===== src/arl_timer_pkg.sv =====
// Constants and carrier types of the auto-reload timer output block
package arl_timer_pkg;

  // ****************************************
  // Register offsets
  // ****************************************
  localparam logic [7:0] MASK_LO_ADDR = 8'hE0;
  localparam logic [7:0] FLAGS_ADDR = 8'hE2;
  localparam logic [7:0] PINCFG_ADDR = 8'hE3;
  localparam logic [7:0] RELOAD_CAPTURE_HIGH_HI_ADDR = 8'hE9;
  localparam logic [7:0] RELOAD_CAPTURE_HIGH_LO_ADDR = 8'hEA;
  localparam logic [7:0] CAPT_HI_ADDR = 8'hEB;
  localparam logic [7:0] CAPT_LO_ADDR = 8'hEC;
  localparam logic [7:0] CMP_HI_ADDR = 8'hED;
  localparam logic [7:0] CMP_LO_ADDR = 8'hEE;
  localparam logic [7:0] MASK_HI_ADDR = 8'hEF;

  // ****************************************
  // Field positions, event_flags_control
  // ****************************************
  localparam int EB_POL_BIT = 7;
  localparam int EB_IEN_BIT = 6;
  localparam int EB_FLG_BIT = 5;
  localparam int MT_IEN_BIT = 4;
  localparam int MT_FLG_BIT = 3;
  localparam int ZR_IEN_BIT = 2;
  localparam int ZR_FLG_BIT = 1;
  localparam int WV_TGL_BIT = 0;

  // ****************************************
  // Field positions, output_pin_config
  // ****************************************
  localparam int WR_POL_BIT = 3;
  localparam int WR_EN_BIT = 2;
  localparam int WV_POL_BIT = 1;
  localparam int WV_EN_BIT = 0;
  localparam logic [7:0] PINCFG_MASK = 8'h0F;

  // ****************************************
  // Reset values
  // ****************************************
  localparam logic [7:0] BYTE_RST = 8'h00;
  localparam logic [15:0] WORD_RST = 16'h0000;

  // Register bus request
  typedef struct packed {
    logic [7:0] addr;
    logic [7:0] wdata;
    logic wr;
    logic rd;
  } arl_bus_req_t;

  // Signals from the counter and the rest of the timer, same clock
  typedef struct packed {
    logic [15:0] count;
    logic run_clear;
    logic reload_enable;
    logic wrap_event;
    logic wrap_flag;
    logic wrap_irq_enable;
    logic wrap_toggle_select;
    logic edge_a_flag;
    logic edge_a_irq_enable;
    logic edge_a_capture;
  } arl_core_t;

endpackage


===== src/arl_timer_out.sv =====
// Status, compare and output-pin logic of a 16-bit auto-reload timer
`timescale 1ns/100ps

// Functional notes
// - edge_b polarity picks falling or rising edge
// - edge_b enable gates edge_b flag onto interrupt
// - first edge_b capture sets flag; clear only
// - match enable gates match flag onto interrupt
// - masked compare sets match flag; clear only
// - zero enable gates zero flag onto interrupt
// - masked zero sets flag unless held cleared
// - wave mode: set/reset or toggle on compare
// - match when mask&count equals mask&compare
// - zero when mask&count equals zero
// - wrap pin polarity sets active and idle level
// - wrap pin disabled holds polarity level
// - wave polarity inverts set/reset and idle
// - wave pin disabled holds polarity level
// - high byte write goes to latch only
// - high byte read returns loaded value
// - reload/capture writable only when reload enabled
// - capture register read-only, writes ignored
// - compare and mask registers read/write
// - interrupt is OR of five flag-enable pairs
// - wrap pin set mode or toggle mode
// - run_clear low stops events and synchronisers
module arl_timer_out (
  // Clock and reset
  input wire logic clk,
  input wire logic arst_n,
  // Register port
  input wire arl_timer_pkg::arl_bus_req_t bus_req,
  output logic [7:0] bus_rdata,
  // Counter and rest of the timer
  input wire arl_timer_pkg::arl_core_t core,
  // Pins
  input wire logic edge_b_input,
  output logic wave_out,
  output logic wrap_out_pin,
  // Interrupt and capture view
  output logic timer_irq,
  output logic edge_b_capture
);

  // ****************************************
  // Address decode
  // ****************************************
  logic wr_flags;
  logic wr_pincfg;
  logic wr_rl_hi;
  logic wr_rl_lo;
  logic wr_cmp_hi;
  logic wr_cmp_lo;
  logic wr_msk_hi;
  logic wr_msk_lo;

  assign wr_flags = bus_req.wr && bus_req.addr == arl_timer_pkg::FLAGS_ADDR;
  assign wr_pincfg = bus_req.wr && bus_req.addr == arl_timer_pkg::PINCFG_ADDR;
  assign wr_rl_hi = bus_req.wr && core.reload_enable
    && bus_req.addr == arl_timer_pkg::RELOAD_CAPTURE_HIGH_HI_ADDR;
  assign wr_rl_lo = bus_req.wr && core.reload_enable
    && bus_req.addr == arl_timer_pkg::RELOAD_CAPTURE_HIGH_LO_ADDR;
  assign wr_cmp_hi = bus_req.wr && bus_req.addr == arl_timer_pkg::CMP_HI_ADDR;
  assign wr_cmp_lo = bus_req.wr && bus_req.addr == arl_timer_pkg::CMP_LO_ADDR;
  assign wr_msk_hi = bus_req.wr && bus_req.addr == arl_timer_pkg::MASK_HI_ADDR;
  assign wr_msk_lo = bus_req.wr && bus_req.addr == arl_timer_pkg::MASK_LO_ADDR;

  // ****************************************
  // Control bits
  // ****************************************
  logic edge_b_polarity_q;
  logic edge_b_irq_enable_q;
  logic match_irq_enable_q;
  logic zero_irq_enable_q;
  logic wave_toggle_select_q;
  logic [3:0] pincfg_q;

  always_ff @(posedge clk or negedge arst_n) begin
    if (!arst_n) begin
      edge_b_polarity_q <= 1'b0;
      edge_b_irq_enable_q <= 1'b0;
      match_irq_enable_q <= 1'b0;
      zero_irq_enable_q <= 1'b0;
      wave_toggle_select_q <= 1'b0;
    end else if (wr_flags) begin
      edge_b_polarity_q <= bus_req.wdata[arl_timer_pkg::EB_POL_BIT];
      edge_b_irq_enable_q <= bus_req.wdata[arl_timer_pkg::EB_IEN_BIT];
      match_irq_enable_q <= bus_req.wdata[arl_timer_pkg::MT_IEN_BIT];
      zero_irq_enable_q <= bus_req.wdata[arl_timer_pkg::ZR_IEN_BIT];
      wave_toggle_select_q <= bus_req.wdata[arl_timer_pkg::WV_TGL_BIT];
    end
  end

  always_ff @(posedge clk or negedge arst_n) begin
    if (!arst_n) begin
      pincfg_q <= 4'h0;
    end else if (wr_pincfg) begin
      pincfg_q <= bus_req.wdata[3:0];
    end
  end

  logic wrap_out_polarity;
  logic wrap_out_enable;
  logic wave_polarity;
  logic wave_enable;

  assign wrap_out_polarity = pincfg_q[arl_timer_pkg::WR_POL_BIT];
  assign wrap_out_enable = pincfg_q[arl_timer_pkg::WR_EN_BIT];
  assign wave_polarity = pincfg_q[arl_timer_pkg::WV_POL_BIT];
  assign wave_enable = pincfg_q[arl_timer_pkg::WV_EN_BIT];

  // ****************************************
  // 16-bit registers with high-byte latch
  // ****************************************
  logic [7:0] rl_latch_q;
  logic [7:0] cmp_latch_q;
  logic [7:0] msk_latch_q;
  logic [15:0] reload_capture_q;
  logic [15:0] capture_q;
  logic [15:0] compare_q;
  logic [15:0] mask_q;

  // high byte held until low write
  always_ff @(posedge clk or negedge arst_n) begin
    if (!arst_n) begin
      rl_latch_q <= arl_timer_pkg::BYTE_RST;
      cmp_latch_q <= arl_timer_pkg::BYTE_RST;
      msk_latch_q <= arl_timer_pkg::BYTE_RST;
    end else begin
      if (wr_rl_hi) begin
        rl_latch_q <= bus_req.wdata;
      end
      if (wr_cmp_hi) begin
        cmp_latch_q <= bus_req.wdata;
      end
      if (wr_msk_hi) begin
        msk_latch_q <= bus_req.wdata;
      end
    end
  end

  // Hardware capture from the other edge wins over a software load
  always_ff @(posedge clk or negedge arst_n) begin
    if (!arst_n) begin
      reload_capture_q <= arl_timer_pkg::WORD_RST;
    end else if (core.edge_a_capture) begin
      reload_capture_q <= core.count;
    end else if (wr_rl_lo) begin
      // whole word loads with low byte
      reload_capture_q <= {rl_latch_q, bus_req.wdata};
    end
  end

  // compare and mask load on low byte
  always_ff @(posedge clk or negedge arst_n) begin
    if (!arst_n) begin
      compare_q <= arl_timer_pkg::WORD_RST;
      mask_q <= arl_timer_pkg::WORD_RST;
    end else begin
      if (wr_cmp_lo) begin
        compare_q <= {cmp_latch_q, bus_req.wdata};
      end
      if (wr_msk_lo) begin
        mask_q <= {msk_latch_q, bus_req.wdata};
      end
    end
  end

  // ****************************************
  // Edge input synchroniser and detector
  // ****************************************
  logic eb_meta_q;
  logic eb_sync_q;
  logic eb_prev_q;
  logic [2:0] eb_arm_q;
  logic eb_edge;

  always_ff @(posedge clk or negedge arst_n) begin
    if (!arst_n) begin
      eb_meta_q <= 1'b0;
      eb_sync_q <= 1'b0;
      eb_prev_q <= 1'b0;
      eb_arm_q <= 3'h0;
    end else if (!core.run_clear) begin
      eb_meta_q <= 1'b0;
      eb_sync_q <= 1'b0;
      eb_prev_q <= 1'b0;
      eb_arm_q <= 3'h0;
    end else begin
      eb_meta_q <= edge_b_input;
      eb_sync_q <= eb_meta_q;
      eb_prev_q <= eb_sync_q;
      eb_arm_q <= {eb_arm_q[1:0], 1'b1};
    end
  end

  // polarity selects active edge
  // Armed once prev holds a real pin sample, so a high pin gives no false edge at start
  assign eb_edge = core.run_clear && eb_arm_q[2] && (edge_b_polarity_q
    ? (eb_sync_q && !eb_prev_q) : (!eb_sync_q && eb_prev_q));

  logic edge_b_flag_q;

  assign edge_b_capture = eb_edge && !edge_b_flag_q;

  always_ff @(posedge clk or negedge arst_n) begin
    if (!arst_n) begin
      capture_q <= arl_timer_pkg::WORD_RST;
    end else if (edge_b_capture) begin
      capture_q <= core.count;
    end
  end

  // ****************************************
  // Masked compare and masked zero
  // ****************************************
  logic match_lvl;
  logic zero_lvl;
  logic match_prev_q;
  logic zero_prev_q;
  logic match_evt;
  logic zero_evt;

  assign match_lvl = core.run_clear
    && ((mask_q & core.count) == (mask_q & compare_q));
  assign zero_lvl = core.run_clear
    && ((mask_q & core.count) == arl_timer_pkg::WORD_RST);

  // Events on entry so toggle mode steps once per match
  always_ff @(posedge clk or negedge arst_n) begin
    if (!arst_n) begin
      match_prev_q <= 1'b0;
      zero_prev_q <= 1'b0;
    end else begin
      match_prev_q <= match_lvl;
      zero_prev_q <= zero_lvl;
    end
  end

  assign match_evt = match_lvl && !match_prev_q;
  assign zero_evt = zero_lvl && !zero_prev_q;

  // ****************************************
  // Sticky flags, set wins over clear
  // ****************************************
  logic match_flag_q;
  logic zero_flag_q;

  always_ff @(posedge clk or negedge arst_n) begin
    if (!arst_n) begin
      edge_b_flag_q <= 1'b0;
    end else if (edge_b_capture) begin
      edge_b_flag_q <= 1'b1;
    end else if (wr_flags && !bus_req.wdata[arl_timer_pkg::EB_FLG_BIT]) begin
      edge_b_flag_q <= 1'b0;
    end
  end

  always_ff @(posedge clk or negedge arst_n) begin
    if (!arst_n) begin
      match_flag_q <= 1'b0;
    end else if (match_lvl) begin
      match_flag_q <= 1'b1;
    end else if (wr_flags && !bus_req.wdata[arl_timer_pkg::MT_FLG_BIT]) begin
      match_flag_q <= 1'b0;
    end
  end

  always_ff @(posedge clk or negedge arst_n) begin
    if (!arst_n) begin
      zero_flag_q <= 1'b0;
    end else if (zero_lvl) begin
      zero_flag_q <= 1'b1;
    end else if (wr_flags && !bus_req.wdata[arl_timer_pkg::ZR_FLG_BIT]) begin
      zero_flag_q <= 1'b0;
    end
  end

  // ****************************************
  // Interrupt
  // ****************************************
  // five flag-enable pairs; gates
  assign timer_irq = (core.edge_a_flag && core.edge_a_irq_enable)
    || (edge_b_flag_q && edge_b_irq_enable_q)
    || (core.wrap_flag && core.wrap_irq_enable)
    || (match_flag_q && match_irq_enable_q)
    || (zero_flag_q && zero_irq_enable_q);

  // ****************************************
  // Waveform output
  // ****************************************
  logic wave_state_q;
  logic wave_out_q;

  // set/reset or toggle; compare wins a tie
  always_ff @(posedge clk or negedge arst_n) begin
    if (!arst_n) begin
      wave_state_q <= 1'b0;
    end else if (!wave_enable) begin
      wave_state_q <= 1'b0;
    end else if (match_evt) begin
      wave_state_q <= wave_toggle_select_q ? !wave_state_q : 1'b0;
    end else if (zero_evt && !wave_toggle_select_q) begin
      wave_state_q <= 1'b1;
    end
  end

  always_ff @(posedge clk or negedge arst_n) begin
    if (!arst_n) begin
      wave_out_q <= 1'b0;
    end else begin
      wave_out_q <= wave_enable ? (wave_state_q ^ wave_polarity) : wave_polarity;
    end
  end

  assign wave_out = wave_out_q;

  // ****************************************
  // Overflow output
  // ****************************************
  logic wrap_state_q;
  logic wrap_out_q;

  // set until flag clears, or toggle
  always_ff @(posedge clk or negedge arst_n) begin
    if (!arst_n) begin
      wrap_state_q <= 1'b0;
    end else if (!wrap_out_enable) begin
      wrap_state_q <= 1'b0;
    end else if (core.wrap_event) begin
      wrap_state_q <= core.wrap_toggle_select ? !wrap_state_q : 1'b1;
    end else if (!core.wrap_toggle_select && !core.wrap_flag) begin
      wrap_state_q <= 1'b0;
    end
  end

  always_ff @(posedge clk or negedge arst_n) begin
    if (!arst_n) begin
      wrap_out_q <= 1'b0;
    end else begin
      wrap_out_q <= wrap_out_enable ? (wrap_state_q ^ wrap_out_polarity) : wrap_out_polarity;
    end
  end

  assign wrap_out_pin = wrap_out_q;

  // ****************************************
  // Read data, one cycle after the strobe
  // ****************************************
  logic [7:0] rd_mux;

  always_comb begin
    rd_mux = arl_timer_pkg::BYTE_RST;
    case (bus_req.addr)
      arl_timer_pkg::MASK_LO_ADDR: rd_mux = mask_q[7:0];
      arl_timer_pkg::FLAGS_ADDR: rd_mux = {edge_b_polarity_q, edge_b_irq_enable_q,
        edge_b_flag_q, match_irq_enable_q, match_flag_q, zero_irq_enable_q, zero_flag_q,
        wave_toggle_select_q};
      arl_timer_pkg::PINCFG_ADDR: rd_mux = {4'h0, pincfg_q} & arl_timer_pkg::PINCFG_MASK;
      arl_timer_pkg::RELOAD_CAPTURE_HIGH_HI_ADDR: rd_mux = reload_capture_q[15:8];
      arl_timer_pkg::RELOAD_CAPTURE_HIGH_LO_ADDR: rd_mux = reload_capture_q[7:0];
      arl_timer_pkg::CAPT_HI_ADDR: rd_mux = capture_q[15:8];
      arl_timer_pkg::CAPT_LO_ADDR: rd_mux = capture_q[7:0];
      arl_timer_pkg::CMP_HI_ADDR: rd_mux = compare_q[15:8];
      arl_timer_pkg::CMP_LO_ADDR: rd_mux = compare_q[7:0];
      arl_timer_pkg::MASK_HI_ADDR: rd_mux = mask_q[15:8];
      default: rd_mux = arl_timer_pkg::BYTE_RST;
    endcase
  end

  // Holds zero outside the answer cycle
  always_ff @(posedge clk or negedge arst_n) begin
    if (!arst_n) begin
      bus_rdata <= arl_timer_pkg::BYTE_RST;
    end else begin
      bus_rdata <= bus_req.rd ? rd_mux : arl_timer_pkg::BYTE_RST;
    end
  end

endmodule


===== config.mk =====
export PLATFORM = sky130hd
export DESIGN_NAME = arl_timer_out
export DESIGN_NICKNAME = d
export VERILOG_FILES = /design/src/arl_timer_pkg.sv /design/src/arl_timer_out.sv
export SDC_FILE = /design/constraint.sdc
export NUM_CORES = 1
export LEC_CHECK = 0
export ABC_AREA = 1
export ABC_CLOCK_PERIOD_IN_PS = 1600
export BUFFER_PORTS_ARGS = -buffer_cell sky130_fd_sc_hd__buf_4
export CORE_MARGIN = 4
export CORE_UTILIZATION = 40
export CTS_CLUSTER_SIZE = 16
export DETAILED_ROUTE_END_ITERATION = 16
export HOLD_SLACK_MARGIN = 0.02
export PLACE_DENSITY_LB_ADDON = 0.05
export SLEW_MARGIN = 40
export SYNTH_ARGS = -nofsm -noshare
export SYNTH_HDL_FRONTEND = slang
export SYNTH_SLANG_ARGS = --single-unit

===== constraint.sdc =====
create_clock -name clk -period 1.6 [get_ports clk]
set_clock_uncertainty 0.2 [all_clocks]
set_input_delay 0.32 -clock clk [delete_from_list [all_inputs] [get_ports clk]]
set_output_delay 0.32 -clock clk [all_outputs]
set_load 0.01 [all_outputs]

==> Flow_metrics.wiki, run 1 <==
{| class="wikitable"
! Metric !! Value
|-
| Status || finished, violations left
|-
| Violations in the final reports || setup timing
|-
| Unique cell type count in the Yosys netlist || 35
|-
| Total power || roughly 7600 uW
|-
| Port Buf Inserts || 57
|-
| Endpoint, Worst Hold || capture_q[5]$_DFFE_PN0P_
|-
| Crit share post-route || 119%
|-
| Global routing usage summed across all routing layers || between 20% and 30%
|-
| Hold Crit Start || core[14]
|-
| Overall via count from detail_route || approximately 5300
|-
| Horizontal die dimension || roughly 130 um
|-
| Reg-to-reg critical path startpoint || compare_q[2]$_DFFE_PN0P_
|-
| Per-instance average area after synthesis || 8.02 um2
|-
| Slew margin rel. || around 77%
|-
| Kind of launch point of the worst setup path || register
|-
| Clock Path Buffers || 2
|-
| Highest clock frequency the design can meet || 524 MHz
|-
| DR vias/cell || 4.93
|-
| Gr ovfl total || 0
|-
| Final wirelength || 17.8 mm
|-
| RSZ-0062 raised after global routing || yes
|-
| Net count of the finished layout || between 900 and 1000
|-
| Required time of the worst setup path || 1.08 ns
|-
| Fin worst setup slack || -0.310 ns
|-
| Gpl congestion || 0.961
|-
| Flops & latches, synth || between 100 and 150
|-
| First drt pass iteration count || 5
|-
| Most frequent cells in the layout || sky130_fd_sc_hd__nand2_1 (239), sky130_fd_sc_hd__buf_4 (138), sky130_fd_sc_hd__dfrtp_1 (119), sky130_fd_sc_hd__inv_1 (72), sky130_fd_sc_hd__o21ai_0 (71)
|-
| Pin count of the biggest net entering global routing || 40
|-
| Number of global-route vias before repair || about 5000
|-
| TritonCTS buffer count || 17
|-
| FF-to-FF End || wave_state_q$_DFFE_PN0P_
|-
| Instance area after placement || roughly 7000 um2
|-
| Area of the mapped netlist || approximately 5700 um2
|-
| Antenna violations before repair || 0
|-
| Static Leakage || between 0.004 and 0.005 uW
|-
| Number of pins exceeding their max-slew limit in the final report || 0
|-
| Share of synthesized area occupied by flip-flops and latches || ~52%
|-
| HPWL after detailed placement || 13.3 mm
|-
| Maximum net fanout on the critical path || 3
|-
| Clock root buffer master || sky130_fd_sc_hd__clkbuf_16
|-
| Relative area change from synthesis to final layout || 37.2%
|-
| Hold-critical path depth || 3
|-
| Endpoint arrival time on the critical path || ~1.4 ns
|-
| Critical setup path kind || register to output port
|-
| Die height || 128 um
|-
| Core Util, Final || 56.3%
|-
| Setup Viol. Count Final || 2
|-
| Row count || 43
|-
| Number of instances in the synthesized netlist || around 720
|-
| Clock tree from TritonCTS || done
|-
| Count of routing violations after the opening detailed-route iteration || 542
|-
| Post-layout minimum cycle time || between 1.5 and 2 ns
|-
| Ports placed on the boundary || 58
|-
| Number of clock sinks seen by CTS || 120
|-
| Antenna-violating nets left || 0
|-
| Core region area || between 10000 and 15000 um2
|-
| Yosys warns || 0
|-
| Library cell occupying the most area in the post-synthesis netlist || sky130_fd_sc_hd__dfrtp_1
|-
| Syn_nets || 762
|-
| Area of the die || ~16000 um2
|-
| Number of H-tree branching levels || 4
|-
| Final Instance Area || about 7900 um2
|-
| Post-detailed-route DRC marker count || 0
|-
| Logic depth of the worst register-to-register path || 10
|-
| Final routed wire length divided by cell count || 16.6 um
|-
| Class of the tightest hold or removal check || input pin to register
|-
| First-pass GRT wire length || approximately 28 mm
|-
| Diode count || 0
|-
| Flop2flop setup slack || 0 ns
|-
| Transition time of the tightest slew-check pin || between 0.3 and 0.4 ns
|-
| Power density over cell area || around 960 nW/um2
|-
| Top cell type's share of synthesized area || 52.3%
|-
| Top cells by area, synth || sky130_fd_sc_hd__dfrtp_1 (52%), sky130_fd_sc_hd__nand2_1 (16%), sky130_fd_sc_hd__o21ai_0 (6.3%)
|-
| Clock transition time at the flip-flop clock pins of the worst setup and hold paths || around 0.050 ns
|-
| Max-capacitance violation count || 0
|-
| Most common library cell in the layout ignoring fill and taps || sky130_fd_sc_hd__nand2_1
|-
| Final number of hold-violating endpoints || 0
|-
| Fraction of final layout cells with drive strength greater than 1 || roughly a quarter
|-
| Worst supply voltage drop on vdd || between 0.7 and 0.8 mV
|-
| Fill count || between 1000 and 1500
|-
| Worst-Skew Late Latency || 0.42 ns
|-
| Starting utilization of the core area || around 40%
|-
| Kind of capture point of the worst setup path || output port
|}
-- worst max-delay path, cell delays in order (launching register included) --
cell	delay [ns]
sky130_fd_sc_hd__dfrtp_1	0.41
sky130_fd_sc_hd__nand2_1	0.08
sky130_fd_sc_hd__nand2_2	0.09
sky130_fd_sc_hd__a221oi_2	0.17
sky130_fd_sc_hd__nand2_1	0.09
sky130_fd_sc_hd__buf_6	0.13
-- layout make-up --
class / count / area, um2 / share of cell area, %
Sequential cell: 120 / 3000 / 38.2
Tap cell: 180 / 225 / 2.86
Clock buffer: 25 / 505 / 6.42
Timing Repair Buffer: 166 / 1360 / 17.2
Multi-Input combinational cell: 501 / 2440 / 31.1
Inverter: 75 / 294 / 3.73
Clock inverter: 7 / 42.5 / 0.540
-- metrics by stage --
stage          TNS, ns  worst slack [ns]  hold slack, ns  instances
3_5_place_dp    -16.49            -0.295          0.0519       1015
5_1_grt         -0.930            -0.395          0.0560       1074
4_1_cts         -0.793            -0.320          0.0312       1070
3_3_place_gp    -15.00            -0.259          0.0473       1015
2_1_floorplan  -0.0894           -0.0447          -0.176        716
6_report        -0.620            -0.310          0.0553       1074
-- state kept, by name (all words and copies together) (netlist names), 3 cells and up --
signal,count
capture_q,16
compare_q,16
pincfg_q,4
cmp_latch_q,8
reload_capture_q,16
rl_latch_q,8
eb_arm_q,3
bus_rdata,8
mask_q,16
msk_latch_q,8
-- routing by layer --
metal  vias to the layer above  share of wire, %  global-route usage (%)
met5                         -                 0                       0
met4                         0               2.2                    8.30
met3                        24               5.9                    5.83
met2                       170                45                    33.6
met1                      2488                47                    32.1
li1                       2616                 -                       -
-- power by group --
| group | total [uW] | leakage, uW | internal [uW] | switching, uW |
|---|---|---|---|---|
| combinational | 770 | 0.00228 | 342 | 427 |
| sequential | 3330 | 0.00159 | 3210 | 115 |
| clock | 3500 | 0.000265 | 2170 | 1330 |
| total | 7590 | 0.00413 | 5720 | 1870 |
-- worst max path at each step --
stage                                            end                 startpoint  cells after the start  slack, ns
final                                      timer_irq  edge_b_flag_q$_DFFE_PN0P_                      5      -0.31
after global routing                       timer_irq  edge_b_flag_q$_DFFE_PN0P_                      5      -0.40
after CTS                                  timer_irq  edge_b_flag_q$_DFFE_PN0P_                      5      -0.32
after detailed placement  cmp_latch_q[0]$_DFFE_PN0P_                bus_req[14]                      9      -0.29
after global placement        bus_rdata[4]$_DFF_PN0_                bus_req[14]                     11      -0.26
after floorplan               mask_q[14]$_DFFE_PN0P_                bus_req[14]                      8      -0.04
-- kinds of logic (layout without fill, tap and decap cells) --
logic type / count (synthesis) / after routing / synth area share, %
xor+xnor: 2 / 2 / 0.305
flops: 120 / 120 / 52.3
simple gates: 369 / 369 / 27.2
buf+inv: 95 / 273 / 6.69
compound gates: 118 / 118 / 11.1
mux: 12 / 12 / 2.48
-- timing repair --
| action | 4_1_cts | 5_1_grt |
|---|---|---|
| hold buffers | 20 | 0 |
| setup buffers | 3 | 5 |
| endpoints found under the hold margin | 145 | 0 |
| setup endpoints to repair | 4 | 15 |
| resized for setup | 16 | 14 |
| pin swaps | 10 | 7 |
-- synthesized netlist by cell type --
master	number
sky130_fd_sc_hd__nor2_8	2
sky130_fd_sc_hd__nor3_1	2
sky130_fd_sc_hd__clkbuf_1	10
sky130_fd_sc_hd__buf_2	7
sky130_fd_sc_hd__and3_1	1
sky130_fd_sc_hd__inv_2	1
sky130_fd_sc_hd__mux2_2	10
sky130_fd_sc_hd__buf_4	1
sky130_fd_sc_hd__o22ai_1	5
sky130_fd_sc_hd__nand2_2	5
sky130_fd_sc_hd__nand3_4	1
sky130_fd_sc_hd__o211ai_1	7
sky130_fd_sc_hd__nor2_4	1
sky130_fd_sc_hd__and3b_1	1
sky130_fd_sc_hd__o21ai_0	72
sky130_fd_sc_hd__and2_1	1
sky130_fd_sc_hd__nand2_4	1
sky130_fd_sc_hd__buf_6	2
sky130_fd_sc_hd__nor2_1	65
sky130_fd_sc_hd__nand4_1	4
sky130_fd_sc_hd__dfrtp_1	120
sky130_fd_sc_hd__a31oi_1	7
sky130_fd_sc_hd__o21ai_1	9
sky130_fd_sc_hd__nand3_2	3
sky130_fd_sc_hd__nand2_1	242
sky130_fd_sc_hd__nor2_2	2
sky130_fd_sc_hd__o21ai_2	1
sky130_fd_sc_hd__a21oi_1	15
sky130_fd_sc_hd__or2_2	1
sky130_fd_sc_hd__xor2_1	2
sky130_fd_sc_hd__inv_1	74
sky130_fd_sc_hd__nand3_1	35
sky130_fd_sc_hd__a221oi_1	2
sky130_fd_sc_hd__mux2_4	2
sky130_fd_sc_hd__nand3b_1	2
No activity file was read; power rests on OpenSTA's default activity.
==> inputs of run 2 (changes only) <==
Settings changed: CORE_ASPECT_RATIO from default to 0.8.
==> Flow_metrics.wiki, run 2 (synthesis gave the netlist of run 1 again) <==
{| class="wikitable"
! Metric !! Value
|-
| Status || finished, violations left
|-
| Violations in the final reports || setup timing
|-
| Maximum net fanout on the critical path || 3 (unchanged)
|-
| Critical setup path kind || register to output port
|-
| First drt pass iteration count || 5 (unchanged)
|-
| Kind of capture point of the worst setup path || output port
|-
| Worst supply voltage drop on vdd || 0.782 mV (+7.2%)
|-
| Core Util, Final || 57.8% (+1.5 points)
|-
| Pin count of the biggest net entering global routing || 38 (-5.0%)
|-
| First-pass GRT wire length || 29.4 mm (+5.1%)
|-
| Clock tree from TritonCTS || done
|-
| Reg-to-reg critical path startpoint || eb_sync_q$_DFF_PN0_
|-
| Fill count || 1308 (-1.4%)
|-
| Clock root buffer master || sky130_fd_sc_hd__clkbuf_16
|-
| Final routed wire length divided by cell count || 17.3 um (+4.7%)
|-
| Area of the die || 16300 um2 (about the same)
|-
| Ports placed on the boundary || 58 (unchanged)
|-
| Instance count after placement with tap cells included || 1003 (-1.2%)
|-
| Endpoint arrival time on the critical path || 1.48 ns (+0.09 ns)
|-
| Horizontal die dimension || 142 um (+11%)
|-
| Worst slack after detailed placement || -0.245 ns (+0.0499 ns)
|-
| HPWL after detailed placement || 13.7 mm (+3.3%)
|-
| Gpl congestion || 0.907 (-5.5%)
|-
| Final wirelength || 18.4 mm (+3.3%)
|-
| Clock transition time at the flip-flop clock pins of the worst setup and hold paths || 0.06 ns (about the same)
|-
| Relative area change from synthesis to final layout || 38.8%
|-
| Hold Crit Start || core[14]
|-
| Flop2flop setup slack || -0.06 ns (-0.06 ns)
|-
| Gr ovfl total || 0 (unchanged)
|-
| Starting utilization of the core area || 41.6% (+0.60 points)
|-
| Setup Viol. Count Final || 14 (+12)
|-
| Worst-Skew Late Latency || 0.42 ns (about the same)
|-
| Required time of the worst setup path || 1.08 ns (about the same)
|-
| Antenna violations before repair || 0 (unchanged)
|-
| Delay contributed by the slowest stage of the critical path || 0.41 ns (about the same)
|-
| Net count of the finished layout || 912 (-1.6%)
|-
| Post-Layout Cell Count || 1059 (-1.4%)
|-
| Row count || 38 (-12%)
|-
| FF-to-FF End || capture_q[8]$_DFFE_PN0P_
|-
| DR vias/cell || 5.05 (+2.3%)
|-
| Overall via count from detail_route || 5344 (+0.87%)
|-
| Antenna-violating nets left || 0 (unchanged)
|-
| Endpoint, Worst Hold || capture_q[5]$_DFFE_PN0P_
|-
| Class of the tightest hold or removal check || input pin to register
|-
| Hold-critical path depth || 3 (unchanged)
|-
| Port Buf Inserts || 57 (unchanged)
|-
| Global routing usage summed across all routing layers || 24.0% (+1.3 points)
|-
| Total power || 8590 uW (+13%)
|-
| Logic depth of the worst setup path including buffers || 6 (+1)
|-
| TritonCTS buffer count || 17 (unchanged)
|-
| Transition time of the tightest slew-check pin || 0.376 ns (+0.0256 ns)
|-
| Crit share post-route || 125% (+5.8 points)
|-
| Slew margin rel. || 74.9% (-1.7 points)
|-
| Logic depth of the worst register-to-register path || 8 (-2)
|-
| Dominant delay contributor by cell family on the critical path || flip-flops
|-
| Number of clock sinks seen by CTS || 120 (unchanged)
|-
| RSZ-0062 raised after global routing || yes
|-
| Buf+Inv Stages, Crit Path || 2 (+1)
|-
| Cell at the slowest stage of the critical path || sky130_fd_sc_hd__dfrtp_1
|-
| Post-layout minimum cycle time || 2.00 ns (+0.0929 ns)
|-
| Static Leakage || 0.00414 uW (+0.22%)
|-
| Diode count || 0 (unchanged)
|-
| Core region area || 13800 um2 (-1.4%)
|-
| Die height || 115 um (-9.9%)
|-
| Count of routing violations after the opening detailed-route iteration || 399 (-26%)
|-
| Number of global-route vias before repair || 5485 (+6.7%)
|-
| Most common library cell in the layout ignoring fill and taps || sky130_fd_sc_hd__nand2_1
|-
| Fraction of final layout cells with drive strength greater than 1 || 25.5% (+0.54 points)
|-
| Kind of launch point of the worst setup path || register
|-
| Final number of hold-violating endpoints || 0 (unchanged)
|-
| Post-detailed-route DRC marker count || 0 (unchanged)
|-
| Fin worst setup slack || -0.403 ns (-0.0929 ns)
|-
| Ordered list of cells on the worst path || nor2_2, nor2_1, a21oi_1, nand2_2, inv_4, buf_6
|-
| Number of H-tree branching levels || 4 (unchanged)
|-
| Number of pins exceeding their max-slew limit in the final report || 0 (unchanged)
|-
| Max-capacitance violation count || 0 (unchanged)
|-
| Highest clock frequency the design can meet || 499 MHz (-4.6%)
|-
| Most frequent cells in the layout || sky130_fd_sc_hd__nand2_1 (232), sky130_fd_sc_hd__buf_4 (121), sky130_fd_sc_hd__dfrtp_1 (115), sky130_fd_sc_hd__inv_1 (71), sky130_fd_sc_hd__o21ai_0 (69)
|-
| Power density over cell area || 1080 nW/um2 (+12%)
|-
| Clock Path Buffers || 2 (unchanged)
|}
-- run 2: worst max path at each step --
| stage | startpoint | to | slack, ns |
|---|---|---|---|
| 6_report | eb_sync_q$_DFF_PN0_ | edge_b_capture | -0.40 |
| 5_1_grt | eb_sync_q$_DFF_PN0_ | edge_b_capture | -0.47 |
| 4_1_cts | eb_sync_q$_DFF_PN0_ | edge_b_capture | -0.43 |
| 3_5_place_dp | bus_req[14] | mask_q[2]$_DFFE_PN0P_ | -0.24 |
| 3_3_place_gp | bus_req[14] | bus_rdata[3]$_DFF_PN0_ | -0.21 |
| 2_1_floorplan | bus_req[14] | mask_q[14]$_DFFE_PN0P_ | -0.04 |
-- run 2: layout make-up --
type                    count  area, um2  area share (%)
inverters                  75        297            3.72
clock buffers              20        447            5.60
repair buffers            151       1280            16.0
flip-flops and latches    120       3010            37.8
well taps                 180        225            2.83
multi-input cells         501       2470            31.0
clock inverters            12        246            3.09
-- run 2: repair_timing --
action                                 in CTS  in global routing
pin swaps                                   8                 18
endpoints found under the hold margin     142                  0
setup endpoints to repair                   8                 20
buffers inserted                            1                  4
gates resized for setup                    16                 31
hold buffers                               19                  0
-- run 2: worst register-to-register path, stage by stage, from the launching register on --
cell and delay [ns]:
sky130_fd_sc_hd__dfrtp_1 0.41, sky130_fd_sc_hd__nor2_2 0.11, sky130_fd_sc_hd__nor2_1 0.05, sky130_fd_sc_hd__a21oi_1 0.14, sky130_fd_sc_hd__nand2_2 0.15, sky130_fd_sc_hd__buf_4 0.18, sky130_fd_sc_hd__buf_8 0.15, sky130_fd_sc_hd__nand2_1 0.07
sky130_fd_sc_hd__o21ai_0 0.08
-- run 2: per-layer routing --
| metal | up-vias | global-route usage, % | wire, um |
|---|---|---|---|
| li1 | 2597 | - | - |
| met1 | 2567 | 32.5 | 8660 |
| met2 | 150 | 38.9 | 8400 |
| met3 | 30 | 5.24 | 946 |
| met4 | 0 | 7.16 | 343 |
| met5 | - | 0 | 0 |
-- run 2: metrics by stage --
step / area (um2) / hold WS (ns) / setup TNS (ns)
2_1_floorplan: 5760 / -0.176 / -0.0894
3_3_place_gp: 6910 / 0.0712 / -13.78
3_5_place_dp: 6910 / 0.0582 / -15.29
4_1_cts: 7860 / 0.0213 / -0.762
5_1_grt: 7970 / 0.0338 / -2.24
6_report: 7970 / 0.0278 / -1.09
-- run 2: power breakdown --
group	total, uW	internal [uW]	switching, uW
Combinational	743	325	419
Clock	4520	3120	1400
Sequential	3330	3210	119
